===== config.mk =====
export PLATFORM = sky130hd
export DESIGN_NAME = pfh_host
export DESIGN_NICKNAME = d
export VERILOG_FILES = /design/src/pfh_pkg.sv /design/src/pfh_timer.sv /design/src/pfh_host.sv
export SDC_FILE = /design/constraint.sdc
export NUM_CORES = 1
export LEC_CHECK = 0
export ABC_AREA = 1
export BUFFER_PORTS_ARGS = -buffer_cell sky130_fd_sc_hd__clkbuf_2
export CAP_MARGIN = 20
export CORE_ASPECT_RATIO = 1.4
export CORE_MARGIN = 2
export CORE_UTILIZATION = 46
export DETAILED_ROUTE_END_ITERATION = 16
export PLACE_DENSITY = 0.8
export SETUP_SLACK_MARGIN = 0.15
export SLEW_MARGIN = 40
export SYNTH_ARGS = -nofsm -noshare
export SYNTH_HDL_FRONTEND = slang
export SYNTH_HIERARCHICAL = 1
export SYNTH_SLANG_ARGS = --single-unit

===== constraint.sdc =====
create_clock -name sys_clk -period 1.7 [get_ports sys_clk]
set_input_delay 0.255 -clock sys_clk [delete_from_list [all_inputs] [get_ports sys_clk]]
set_output_delay 0.255 -clock sys_clk [all_outputs]
set_load 0.005 [all_outputs]

===== src/pfh_pkg.sv =====
// package of constants and types for the parallel flash host controller
package pfh_pkg;
	localparam int PFH_ADDR_W = 25;
	localparam int PFH_DATA_W = 16;
	localparam int PFH_CLK_NS = 25;
	// flash timing in ns, turned into cycles (least times round up)
	localparam int PFH_RANDOM_ACCESS_NS = 110;
	localparam int PFH_PAGE_ACCESS_NS = 25;
	localparam int PFH_RESET_PULSE_NS = 500;
	localparam int PFH_WRITE_PULSE_NS = 35;
	localparam int PFH_WRITE_HIGH_NS = 30;
	localparam int PFH_RANDOM_CYC = (PFH_RANDOM_ACCESS_NS + PFH_CLK_NS - 1) / PFH_CLK_NS;
	localparam int PFH_PAGE_CYC = (PFH_PAGE_ACCESS_NS + PFH_CLK_NS - 1) / PFH_CLK_NS;
	localparam int PFH_RESET_CYC = (PFH_RESET_PULSE_NS + PFH_CLK_NS - 1) / PFH_CLK_NS;
	localparam int PFH_WPULSE_CYC = (PFH_WRITE_PULSE_NS + PFH_CLK_NS - 1) / PFH_CLK_NS;
	localparam int PFH_WHIGH_CYC = (PFH_WRITE_HIGH_NS + PFH_CLK_NS - 1) / PFH_CLK_NS;
	localparam int PFH_CNT_W = 6;
	localparam logic [PFH_CNT_W-1:0] PFH_CNT_ZERO = 6'h00;
	// page is eight words: low three word-address bits pick the word
	localparam int PFH_PAGE_LSB = 3;
	localparam int PFH_BYTE_DATA_W = 8;
	typedef enum logic [2:0] {
		PFH_ST_RESET = 3'b000,
		PFH_ST_IDLE = 3'b001,
		PFH_ST_READ = 3'b010,
		PFH_ST_WRITE_LOW = 3'b011,
		PFH_ST_WRITE_HIGH = 3'b100
	} pfh_state_t;
endpackage


===== src/pfh_timer.sv =====
// down-counter that flags when a loaded cycle count has expired
`timescale 1ns/100ps
module pfh_timer
	import pfh_pkg::*;
(
	input wire logic sys_clk,
	input wire logic sys_rst,
	input wire logic load,
	input wire logic [PFH_CNT_W-1:0] count,
	output logic done
);
	logic [PFH_CNT_W-1:0] remain;
	assign done = (remain == PFH_CNT_ZERO);
	always_ff @(posedge sys_clk) begin
		if (sys_rst)
			remain <= PFH_CNT_ZERO;
		else if (load)
			remain <= count;
		else if (!done)
			remain <= remain - 6'h01;
	end
endmodule // pfh_timer


===== src/pfh_host.sv =====
// host controller that drives an asynchronous parallel flash over its pins
// Notes on behaviour
// - reads: select and gate low, strobe high
// - commands: select and strobe low, gate high
// - short program mode uses two writes
// - high voltage only while accelerated programming
// - system reset drives flash reset
`timescale 1ns/100ps
module pfh_host
	import pfh_pkg::*;
(
	input wire logic sys_clk,
	input wire logic sys_rst,
	input wire logic req_valid,
	input wire logic req_write,
	input wire logic [PFH_ADDR_W-1:0] req_addr,
	input wire logic [PFH_DATA_W-1:0] req_wdata,
	input wire logic byte_mode,
	input wire logic accel_enable,
	output logic req_ready,
	output logic rsp_valid,
	output logic [PFH_DATA_W-1:0] rsp_rdata,
	output logic [PFH_ADDR_W-1:0] flash_addr,
	output logic chip_enable_n,
	output logic output_gate_n,
	output logic write_strobe_n,
	output logic hw_clear_n,
	output logic width_select_n,
	output logic accel_high_voltage,
	input wire logic [PFH_DATA_W-1:0] flash_dq_in,
	output logic [PFH_DATA_W-1:0] flash_dq_out,
	output logic flash_dq_oe
);
	pfh_state_t state, next_state;
	logic page_valid;
	logic [PFH_ADDR_W-1:0] last_addr;
	logic timer_load;
	logic [PFH_CNT_W-1:0] timer_count;
	logic timer_done;
	logic req_take;
	logic same_page;
	function automatic logic [PFH_ADDR_W-PFH_PAGE_LSB-1:0] page_of(
		input logic [PFH_ADDR_W-1:0] a);
		page_of = a[PFH_ADDR_W-1:PFH_PAGE_LSB];
	endfunction
	// a request held through a reset is taken only once the flash reset pulse has ended
	assign req_take = (state == PFH_ST_IDLE) && req_valid;
	// in-page hit only while select stayed low since the last read
	assign same_page = page_valid && (page_of(req_addr) == page_of(last_addr));
	always_comb begin
		timer_load = 1'b0;
		timer_count = PFH_CNT_ZERO;
		next_state = state;
		case (state)
			PFH_ST_RESET: begin
				if (timer_done)
					next_state = PFH_ST_IDLE;
			end
			PFH_ST_IDLE: begin
				if (req_valid) begin
					timer_load = 1'b1;
					if (req_write) begin
						timer_count = PFH_CNT_W'(PFH_WPULSE_CYC);
						next_state = PFH_ST_WRITE_LOW;
					end else begin
						timer_count = same_page ? PFH_CNT_W'(PFH_PAGE_CYC)
							: PFH_CNT_W'(PFH_RANDOM_CYC);
						next_state = PFH_ST_READ;
					end
				end
			end
			PFH_ST_READ: begin
				if (timer_done)
					next_state = PFH_ST_IDLE;
			end
			PFH_ST_WRITE_LOW: begin
				if (timer_done) begin
					timer_load = 1'b1;
					timer_count = PFH_CNT_W'(PFH_WHIGH_CYC);
					next_state = PFH_ST_WRITE_HIGH;
				end
			end
			PFH_ST_WRITE_HIGH: begin
				if (timer_done)
					next_state = PFH_ST_IDLE;
			end
			default: next_state = PFH_ST_RESET;
		endcase
	end
	pfh_timer u_timer (
		.sys_clk(sys_clk),
		.sys_rst(sys_rst),
		.load(timer_load),
		.count(timer_count),
		.done(timer_done)
	);
	// reset pulse length counted separately so the timer stays free for bus cycles
	logic [PFH_CNT_W-1:0] rst_cnt;
	always_ff @(posedge sys_clk) begin
		if (sys_rst) begin
			state <= PFH_ST_RESET;
			rst_cnt <= PFH_CNT_ZERO;
		end else if (state == PFH_ST_RESET) begin
			rst_cnt <= rst_cnt + 6'h01;
			if (rst_cnt == PFH_CNT_W'(PFH_RESET_CYC))
				state <= PFH_ST_IDLE;
		end else begin
			state <= next_state;
		end
	end
	// flash reset held low for the least pulse after system reset
	always_ff @(posedge sys_clk) begin
		if (sys_rst)
			hw_clear_n <= 1'b0;
		else
			hw_clear_n <= (state != PFH_ST_RESET) || (rst_cnt == PFH_CNT_W'(PFH_RESET_CYC));
	end
	always_ff @(posedge sys_clk) begin
		if (sys_rst) begin
			chip_enable_n <= 1'b1;
			output_gate_n <= 1'b1;
			write_strobe_n <= 1'b1;
			flash_addr <= '0;
			flash_dq_out <= '0;
			flash_dq_oe <= 1'b0;
			page_valid <= 1'b0;
			last_addr <= '0;
		end else if (req_take) begin
			flash_addr <= req_addr;
			chip_enable_n <= 1'b0;
			if (req_write) begin
				output_gate_n <= 1'b1;
				write_strobe_n <= 1'b0;
				// one bus write per request, so a short program is two requests
				flash_dq_out <= req_wdata;
				flash_dq_oe <= 1'b1;
				page_valid <= 1'b0;
			end else begin
				output_gate_n <= 1'b0;
				write_strobe_n <= 1'b1;
				flash_dq_oe <= 1'b0;
				last_addr <= req_addr;
				page_valid <= 1'b1;
			end
		end else if (state == PFH_ST_WRITE_LOW && timer_done) begin
			write_strobe_n <= 1'b1;
			chip_enable_n <= 1'b1;
		end else if (state == PFH_ST_WRITE_HIGH && timer_done) begin
			flash_dq_oe <= 1'b0;
		end else if (state == PFH_ST_IDLE && !req_valid) begin
			// deselect when idle; next read pays the full select time
			chip_enable_n <= 1'b1;
			output_gate_n <= 1'b1;
			page_valid <= 1'b0;
		end
	end
	always_ff @(posedge sys_clk) begin
		if (sys_rst) begin
			rsp_valid <= 1'b0;
			rsp_rdata <= '0;
			req_ready <= 1'b0;
			width_select_n <= 1'b1;
			accel_high_voltage <= 1'b0;
		end else begin
			rsp_valid <= (state == PFH_ST_READ) && timer_done;
			if ((state == PFH_ST_READ) && timer_done)
				// byte mode keeps only the low eight lines
				rsp_rdata <= byte_mode ? {8'h00, flash_dq_in[PFH_BYTE_DATA_W-1:0]}
					: flash_dq_in;
			req_ready <= (next_state == PFH_ST_IDLE) && (state != PFH_ST_RESET);
			width_select_n <= !byte_mode;
			// high voltage from the write take until one cycle after the write high time ends
			accel_high_voltage <= accel_enable && (state == PFH_ST_WRITE_LOW
				|| state == PFH_ST_WRITE_HIGH || (req_take && req_write));
		end
	end
endmodule // pfh_host


==> impl_metrics.yaml, run 1 <==
worst_setup_path:
  worst_setup_path_end_kind: "flop"
  crit_buf_inv: 4
  critical_path.top_delay_family: "simple AND/OR/NAND/NOR gates"
  crit_type: "reg -> reg"
  cp_data_arrival_time_ns: 1.83
  cp-startpoint: "u_timer/remain[1]"
  worstPathCellList: "inv_2, ha_4, nand2_2, nor2_4, inv_4, nor2_4, inv_2, nand2_4, inv_6, or2_0, nand3_1, nor2_1"
  slowest_delay_ns: 0.34
  reg2reg_from: "u_timer/remain[1]"
  slowest_stage: "dfxtp_2"
  rr_worst_depth: 12
  path_max_fanout: 8
  worstPathRequired_ns: 1.94
  worst-path-stages: 12
  start_kind: "flop"
power_and_ir_drop:
  clock_power_share_pct: 37.6
  internal_power_mw: 4.33
  p_sw_share_pct: 26.6
  vdd_ir_drop_max_uv: 597
  seqPwrFrac_pct: 43.7
  p_switching_mw: 1.57
  pwr-share-comb_pct: 18.6
  powerDensity_nw_per_um2: 1050
  leakagePower_nw: 2.63
  finalPower_mw: 5.89
worst_hold_path:
  hp-start: "byte_mode"
  hold_class: "in -> reg"
  whs_path_depth: 2
logic_synthesis:
  synthDistinctLibCells: 35
  synth.top_cell.area_share_pct: 47.5
  ys_ff_latch: 104
  synth_warnings: 6
  avgSynthCellArea_um2: 7.44
  synthTopCellsByArea: "dfxtp_1, nand2_1, nor2_1, o21ai_0, inv_1"
  synth_top_area_cell: "dfxtp_1"
  yosysSeqAreaShare_pct: 47.5
  syn_area_um2: 4380
  syn_inst: 589
final_layout:
  final_cell_area_um2: 5590
  syn2layout_area_growth_pct: 27.7
  seqCellArea_um2: 2090
  finalNonFillerCells: 840
  fill_cells: 850
  drive_gt1_share_pct: 27.7
  multi_input_area_um2: 1970
  diodes: 0
  final_nets: 793
cts:
  clkSinkCount: 104
  numCtsBuffers: 9
  clk_pin_slew_ns: 0.06
  cts_tree: "built"
  root_buffer: "clkbuf_16"
  htree_levels: 3
  cts_buffer_depth: 2
  holdBufCountCts: 0
  worstSkewPairLatency_ns: 0.35
floorplanning:
  die_x_um: 86.5
  fp-row-count: 42
  core-area_um2: 9350
  io_pins: 129
  fp.dieH_um: 119
  die-area_um2: 10300
  initial_core_util_pct: 46.8
global_routing:
  grt_pass1_wl_um: 16800
  grt_antenna_before_repair: 0
  grt_pass1_vias: 3967
  grt_max_degree: 40
  grt_overflow_total: 0
  grt_use_total_pct: 20.2
routing:
  drt_iter0_markers: 217
  wl_um: 10800
  wl_per_cell_um: 12.8
  dr.pass1.iters: 5
  ant_nets: 0
  drcViolationCount: 0
  vias: 4287
  viasPerCell: 5.10
placed_design:
  post_dp_cell_area_um2: 5120
  io_buffers: 128
  hpwl_um: 7510
  dp_cells: 814
  pre_cts_ws_ns: 0.0824
  globalplace.congestion: 0.831
timing:
  min_period_ns: 1.60
  drv_slew: 0
  hold_violations: 0
  fin_crit_sh_pct: 93.8
  grt_setup_unrepaired: "true"
  fin_ws_ns: 0.105
  clock_skew_ns: 0.00767
  setup_violations: 0
  fin_tns_setup_ns: 0
  max_freq_ghz: 0.627
job:
  cap_viol_max_count: 0
outcome:
  status: "complete, no violations"
power by group through the flow:
stage          sequential (mW)  combinational (mW)  clock (mW)
3_3_place_gp              2.62               0.884           0
2_1_floorplan             2.61               0.662           0
5_1_grt                   2.58                1.18        2.35
4_1_cts                   2.57               0.937        2.27
3_5_place_dp              2.63               0.913           0
6_report                  2.58                1.10        2.22
worst paths after layout:
kind | end | slack, ns
worst min-delay path | width_select_n | 0.08
worst max register to register | u_timer/remain[5] | 0.10
worst max-delay path | u_timer/remain[5] | 0.10
worst min register to register | flash_addr[7] | 0.46
flip-flops by register name, summed over array words and instances, names as in the netlist, 3 cells and up:
name / cells
last_addr: 22
state: 3
u_timer/remain: 6
rst_cnt: 6
flash_addr: 25
rsp_rdata: 16
flash_dq_out: 16
cell usage after synthesis (all sizes together):
cell type    n
a211oi      15
a21oi       36
a31oi        2
and2         1
and3         1
buf         16
clkbuf       7
conb         1
dfxtp      104
ha           4
inv         67
nand2      113
nand3       23
nand4        4
nor2       114
nor3         5
nor3b        1
o21ai       71
or2          1
xnor2        1
xor2         2
placed cells by master (no fill, tap or decap), types with 5 or more instances in the layout:
| cell | count |
|---|---|
| nand2_1 | 105 |
| nor2_1 | 107 |
| clkbuf_16 | 9 |
| a211oi_1 | 9 |
| clkbuf_2 | 128 |
| buf_4 | 16 |
| inv_2 | 7 |
| dfxtp_1 | 100 |
| o21ai_0 | 66 |
| a211oi_2 | 6 |
| a21oi_1 | 35 |
| nor2_4 | 5 |
| nand3_1 | 22 |
| inv_1 | 55 |
final cells by class:
type / instances / share of cell area (%)
Inverter: 67 / 4.76
Timing Repair Buffer: 147 / 14.5
Clock buffer: 12 / 4.59
Sequential cell: 104 / 37.3
Clock inverter: 3 / 1.16
Multi-Input combinational cell: 397 / 35.2
Tap cell: 110 / 2.46
cell families (layout without fill, tap and decap cells):
group                      Yosys count  count (layout)  synth area share (%)
DFF                                104             104                  47.5
adders and majority gates            4               4                  1.14
AOI/OAI and AO/OA                  124             124                  15.8
buffers and inverters               90             229                  9.05
xor gates and xnor gates             3               3                 0.600
other                                1               3                0.0856
and+or+nand+nor                    263             263                  25.8
metrics by stage:
stage | hold WS, ns | utilization (%)
CTS | 0.0724 | 58.5
floorplan | 0.324 | -
finish | 0.0815 | 59.8
global route | 0.0929 | 59.8
global placement | 0.426 | 54.8
detailed placement | 0.428 | 54.8
what timing repair did:
item	4_1_cts	5_1_grt
pin swaps	1	5
buffers inserted	3	8
endpoints found under the setup margin	17	29
resized for setup	2	18
worst register-to-register path, stage by stage (launching register included):
cell and delay, ns:
dfxtp_2 0.34, inv_2 0.09, ha_4 0.14, nand2_2 0.06, nor2_4 0.13, inv_4 0.06, nor2_4 0.11, inv_2 0.07
nand2_4 0.11, inv_6 0.06, or2_0 0.20, nand3_1 0.08, nor2_1 0.04
per-layer routing:
layer  wire, um  share of wire, %  GRT usage [%]  vias to the layer above
li1           -                 -              -                     2154
met1       4230                39           21.1                     1959
met2       5590                52           37.0                      144
met3        587               5.4           4.37                       30
met4        362               3.4           10.2                        0
met5          0                 0              0                        -
Power figures use the tool's default switching activity.
==> run 2, diff against run 1 <==
Settings changed: PLACE_DENSITY 0.8 to 0.75.
==> run 2 against run 1 <==
Design area shrank 0.16%. Clock-buffer cell count unchanged. Clock power barely moved. Sequential share of layout area grew 0.13 points. Sequential cell count unchanged. Highest routed layer unchanged. Routed wire length down 1.2%. Critical path depth unchanged. Critical endpoint unchanged. Via count decreased by 2.2%. Total power grew 1.0%. Critical path type unchanged.
==> impl_metrics.yaml, run 2 (synthesized netlist as in run 1, its figures left out) <==
final_layout:
  final_cell_mix: "clkbuf_2, nor2_1, nand2_1, dfxtp_1, o21ai_0"
  largest_reg_flops: 25
  top_register: "flash_addr"
  final_nets: 792
  finalNonFillerCells: 840
  final_core_util_pct: 59.7
  final_common_cell: "clkbuf_2"
  reg_top3: "flash_addr x25, last_addr x22"
  fill_cells: 848
  diodes: 0
  drive_gt1_share_pct: 27.5
  syn2layout_area_growth_pct: 27.5
routing:
  dr.pass1.iters: 4
  drcViolationCount: 0
  vias: 4193
  wl_per_cell_um: 12.7
  ant_nets: 0
  wl_um: 10700
  drt_iter0_markers: 242
  viasPerCell: 4.99
power_and_ir_drop:
  vdd_ir_drop_max_uv: 635
  powerDensity_nw_per_um2: 1070
  finalPower_mw: 5.95
  leakagePower_nw: 2.63
outcome:
  status: "complete, no violations"
timing:
  setup_violations: 0
  clock_skew_ns: 0.00480
  grt_setup_unrepaired: "true"
  max_freq_ghz: 0.652
  min_period_ns: 1.53
  hold_violations: 0
  fin_tns_setup_ns: 0
  fin_crit_sh_pct: 90.3
  fin_ws_ns: 0.166
  drv_slew: 0
placed_design:
  dp_cells: 813
  hpwl_um: 7700
  globalplace.congestion: 0.818
  io_buffers: 128
  pre_cts_ws_ns: 0.0828
floorplanning:
  core-area_um2: 9350
  die_x_um: 86.5
  fp-row-count: 42
  initial_core_util_pct: 46.8
  die-area_um2: 10300
  io_pins: 129
  fp.dieH_um: 119
global_routing:
  grt_max_degree: 49
  grt_overflow_total: 0
  grt_antenna_before_repair: 0
  grt_use_total_pct: 20.5
  grt_pass1_vias: 3941
  grt_pass1_wl_um: 17100
worst_setup_path:
  path_max_fanout: 8
  worstPathRequired_ns: 1.94
  crit_type: "reg -> reg"
  worst_setup_path_end_kind: "flop"
  start_kind: "flop"
  cp_data_arrival_time_ns: 1.77
cts:
  worstSkewPairLatency_ns: 0.35
  root_buffer: "clkbuf_16"
  cts_buffer_depth: 2
  numCtsBuffers: 9
  clk_pin_slew_ns: 0.07
  cts_tree: "built"
  htree_levels: 3
  clkSinkCount: 104
job:
  cap_viol_max_count: 0
worst_hold_path:
  hold_class: "in -> reg"
## run 2: layout make-up
cell class	instances	area [um^2]	area share, %
sequential	104	2090	37.4
clock inverter	4	76.3	1.37
clock buffer	12	256	4.59
timing repair buffer	146	805	14.4
tap	110	138	2.46
inverter	67	267	4.77
multi-input combinational	397	1950	35.0
## run 2: power breakdown
group | total [mW] | internal (mW) | switching (mW)
registers | 2.59 | 2.52 | 0.0694
logic | 1.11 | 0.480 | 0.630
clock network | 2.25 | 1.37 | 0.881
## run 2: final timing paths
| check | slack, ns | to | depth (start not counted) | from |
|---|---|---|---|---|
| setup / recovery | 0.17 | u_timer/remain[5] | 12 | u_timer/remain[0] |
| hold / removal | 0.08 | width_select_n | 2 | byte_mode |
| setup reg to reg | 0.17 | u_timer/remain[5] | 12 | u_timer/remain[0] |
| hold reg to reg | 0.46 | flash_addr[6] | 2 | flash_addr[6] |
## run 2: timing repair
action / 4_1_cts / 5_1_grt
pin swaps: 3 / 2
gates resized for setup: 2 / 15
hold buffers: 0 / 0
setup endpoints to repair: 18 / 38
buffers inserted: 4 / 7
## run 2: routing by layer
layer	track usage, %	vias to the layer above	wire (um)
li1	-	2153	-
met1	22.4	1918	4320
met2	36.9	100	5600
met3	3.26	22	422
met4	10.8	0	304
met5	0	-	0
## run 2: stage by stage
stage | instance area (um^2) | hold WS (ns)
after detailed placement | 5130 | 0.432
after global placement | 5130 | 0.426
after global routing | 5590 | 0.0968
after CTS | 5500 | 0.0713
final | 5590 | 0.0781
after floorplan | 4420 | 0.324
## run 2: critical path, stage by stage, from the launching register on
cell and delay, ns:
dfxtp_2 0.34, inv_2 0.08, ha_4 0.13, nand2_4 0.05
nor2_4 0.13, inv_4 0.06, nor2_4 0.09, inv_2 0.06
nand2_4 0.10, inv_6 0.06, or2_0 0.19, nand3_1 0.08
nor2_1 0.05
==> run 3, diff against run 2 <==
Settings changed: PLACE_DENSITY 0.75 to 0.84, SKIP_CTS_REPAIR_TIMING from default to 1.
==> run 3 against run 2 <==
Total power up 1.2%. Non-clock buffer count increased by 4. Routed wire length increased by 3.8%. Sequential cell count unchanged. Combinational power increased by 11%. Clock-buffer cell count down 2. Via count up 0.95%. Core utilization grew 0.86 points. Critical path type unchanged. Largest cell class unchanged.
==> impl_metrics.yaml, run 3 (synthesized netlist as in run 1, its figures left out) <==
outcome:
  status: "complete, no violations"
worst_hold_path:
  min_to: "width_select_n"
  hp-start: "byte_mode"
  whs_path_depth: 2
  hold_class: "in -> reg"
timing:
  setup_violations: 0
  max_freq_ghz: 0.618
  fin_tns_setup_ns: 0
  min_period_ns: 1.62
  grt_setup_unrepaired: "true"
  clock_skew_ns: 0.00616
  drv_slew: 0
  fin_crit_sh_pct: 95.1
  hold_violations: 0
cts:
  htree_levels: 3
  numCtsBuffers: 9
  cts_buffer_depth: 2
  worstSkewPairLatency_ns: 0.34
  clkSinkCount: 104
  cts_tree: "built"
  clk_pin_slew_ns: 0.07
  root_buffer: "clkbuf_16"
worst_setup_path:
  ff2ff_setup_slack_ns: 0.08
  cp_data_arrival_time_ns: 1.85
  start_kind: "flop"
  worst_setup_path_end_kind: "flop"
  reg2reg_from: "u_timer/remain[0]"
  path_max_fanout: 8
  rr_worst_depth: 12
  r2r_end: "u_timer/remain[5]"
  crit_type: "reg -> reg"
  worstPathRequired_ns: 1.94
floorplanning:
  initial_core_util_pct: 46.8
  core-area_um2: 9350
  io_pins: 129
  fp.dieH_um: 119
  die_x_um: 86.5
  die-area_um2: 10300
  fp-row-count: 42
global_routing:
  grt_max_degree: 52
  grt_use_total_pct: 20.5
  grt_antenna_before_repair: 0
  grt_pass1_vias: 3977
  grt_overflow_total: 0
  grt_pass1_wl_um: 17100
final_layout:
  final_nets: 797
  reg_top3: "flash_addr x25, last_addr x22"
  final_cell_area_um2: 5670
  final_cell_mix: "clkbuf_2, nor2_1, nand2_1, dfxtp_1, o21ai_0"
  drive_gt1_share_pct: 28.7
  syn2layout_area_growth_pct: 29.3
  final_core_util_pct: 60.6
  diodes: 0
  top_register: "flash_addr"
  final_common_cell: "clkbuf_2"
  largest_reg_flops: 25
power_and_ir_drop:
  pwr-share-comb_pct: 20.5
  leakagePower_nw: 2.66
  p_sw_share_pct: 27.7
  p_switching_mw: 1.67
  powerDensity_nw_per_um2: 1060
  internal_power_mw: 4.35
  seqPwrFrac_pct: 42.9
  clock_power_share_pct: 36.6
  vdd_ir_drop_max_uv: 592
routing:
  vias: 4233
  drcViolationCount: 0
  wl_met2_um: 5810
  wl_met1_um: 4490
  wl_per_cell_um: 13.1
  wl_um: 11100
  viasPerCell: 5.01
  dr.pass1.iters: 5
  highest_layer: "met4"
  ant_nets: 0
  wl_met3_um: 549
  drt_iter0_markers: 241
placed_design:
  io_buffers: 128
  post_dp_cell_area_um2: 5120
  hpwl_um: 7610
  globalplace.congestion: 0.819
job:
  cap_viol_max_count: 0
run 3: cell count changes in the layout (fill, tap and decap cells not counted), sizes merged:
cell | previous run | this run
nand2 | 113 | 114
buf | 18 | 22
clkbuf | 140 | 138
inv | 67 | 65
clkinvlp | 1 | 2
clkinv | 1 | 4
run 3: how the worst max path moves through the flow:
stage / end / cells past startpoint / startpoint
after floorplan: u_timer/remain[5] / 12 / u_timer/remain[0]
after global placement: u_timer/remain[5] / 12 / u_timer/remain[0]
after detailed placement: rsp_rdata[10] / 8 / u_timer/remain[0]
after CTS: rsp_rdata[10] / 8 / u_timer/remain[0]
after global routing: u_timer/remain[5] / 12 / u_timer/remain[0]
final: u_timer/remain[5] / 12 / u_timer/remain[0]
run 3: layer usage:
layer	vias up	global-route usage (%)
met2	120	36.4
met3	17	4.85
met5	-	0
met4	0	8.11
met1	1930	23.3
li1	2166	-
run 3: worst max-delay path, cell delays in order (launching register included):
cell	delay, ns
dfxtp_2	0.35
inv_4	0.08
ha_4	0.14
nand2_4	0.05
nor2_4	0.17
inv_4	0.07
nor2_4	0.14
inv_4	0.07
nand2_8	0.09
inv_8	0.05
or2_0	0.19
nand3_1	0.07
nor2_1	0.04
run 3: area by class of cell:
type                            count  area (um^2)
Sequential cell                   104         2090
Clock buffer                       10          239
Fill cell                         813         3690
Inverter                           67          278
Clock inverter                      6         82.6
Tap cell                          110          138
Timing Repair Buffer              150          838
Multi-Input combinational cell    398         2000
run 3: stage by stage:
step | setup WS [ns] | hold slack (ns) | power, mW | cells
2_1_floorplan | 0.154 | 0.324 | 3.27 | 591
3_3_place_gp | 0.132 | 0.425 | 3.50 | 813
3_5_place_dp | 0.0615 | 0.444 | 3.55 | 813
4_1_cts | 0.0399 | 0.0868 | 5.77 | 829
5_1_grt | -0.00628 | 0.0894 | 6.32 | 845
6_report | 0.0832 | 0.0980 | 6.02 | 845
run 3: power groups by stage:
stage,Sequential [mW],Combinational (mW),Clock [mW]
after detailed placement,2.63,0.926,0
after global placement,2.62,0.879,0
after global routing,2.59,1.35,2.37
after floorplan,2.61,0.662,0
after CTS,2.57,0.940,2.26
final,2.58,1.23,2.20
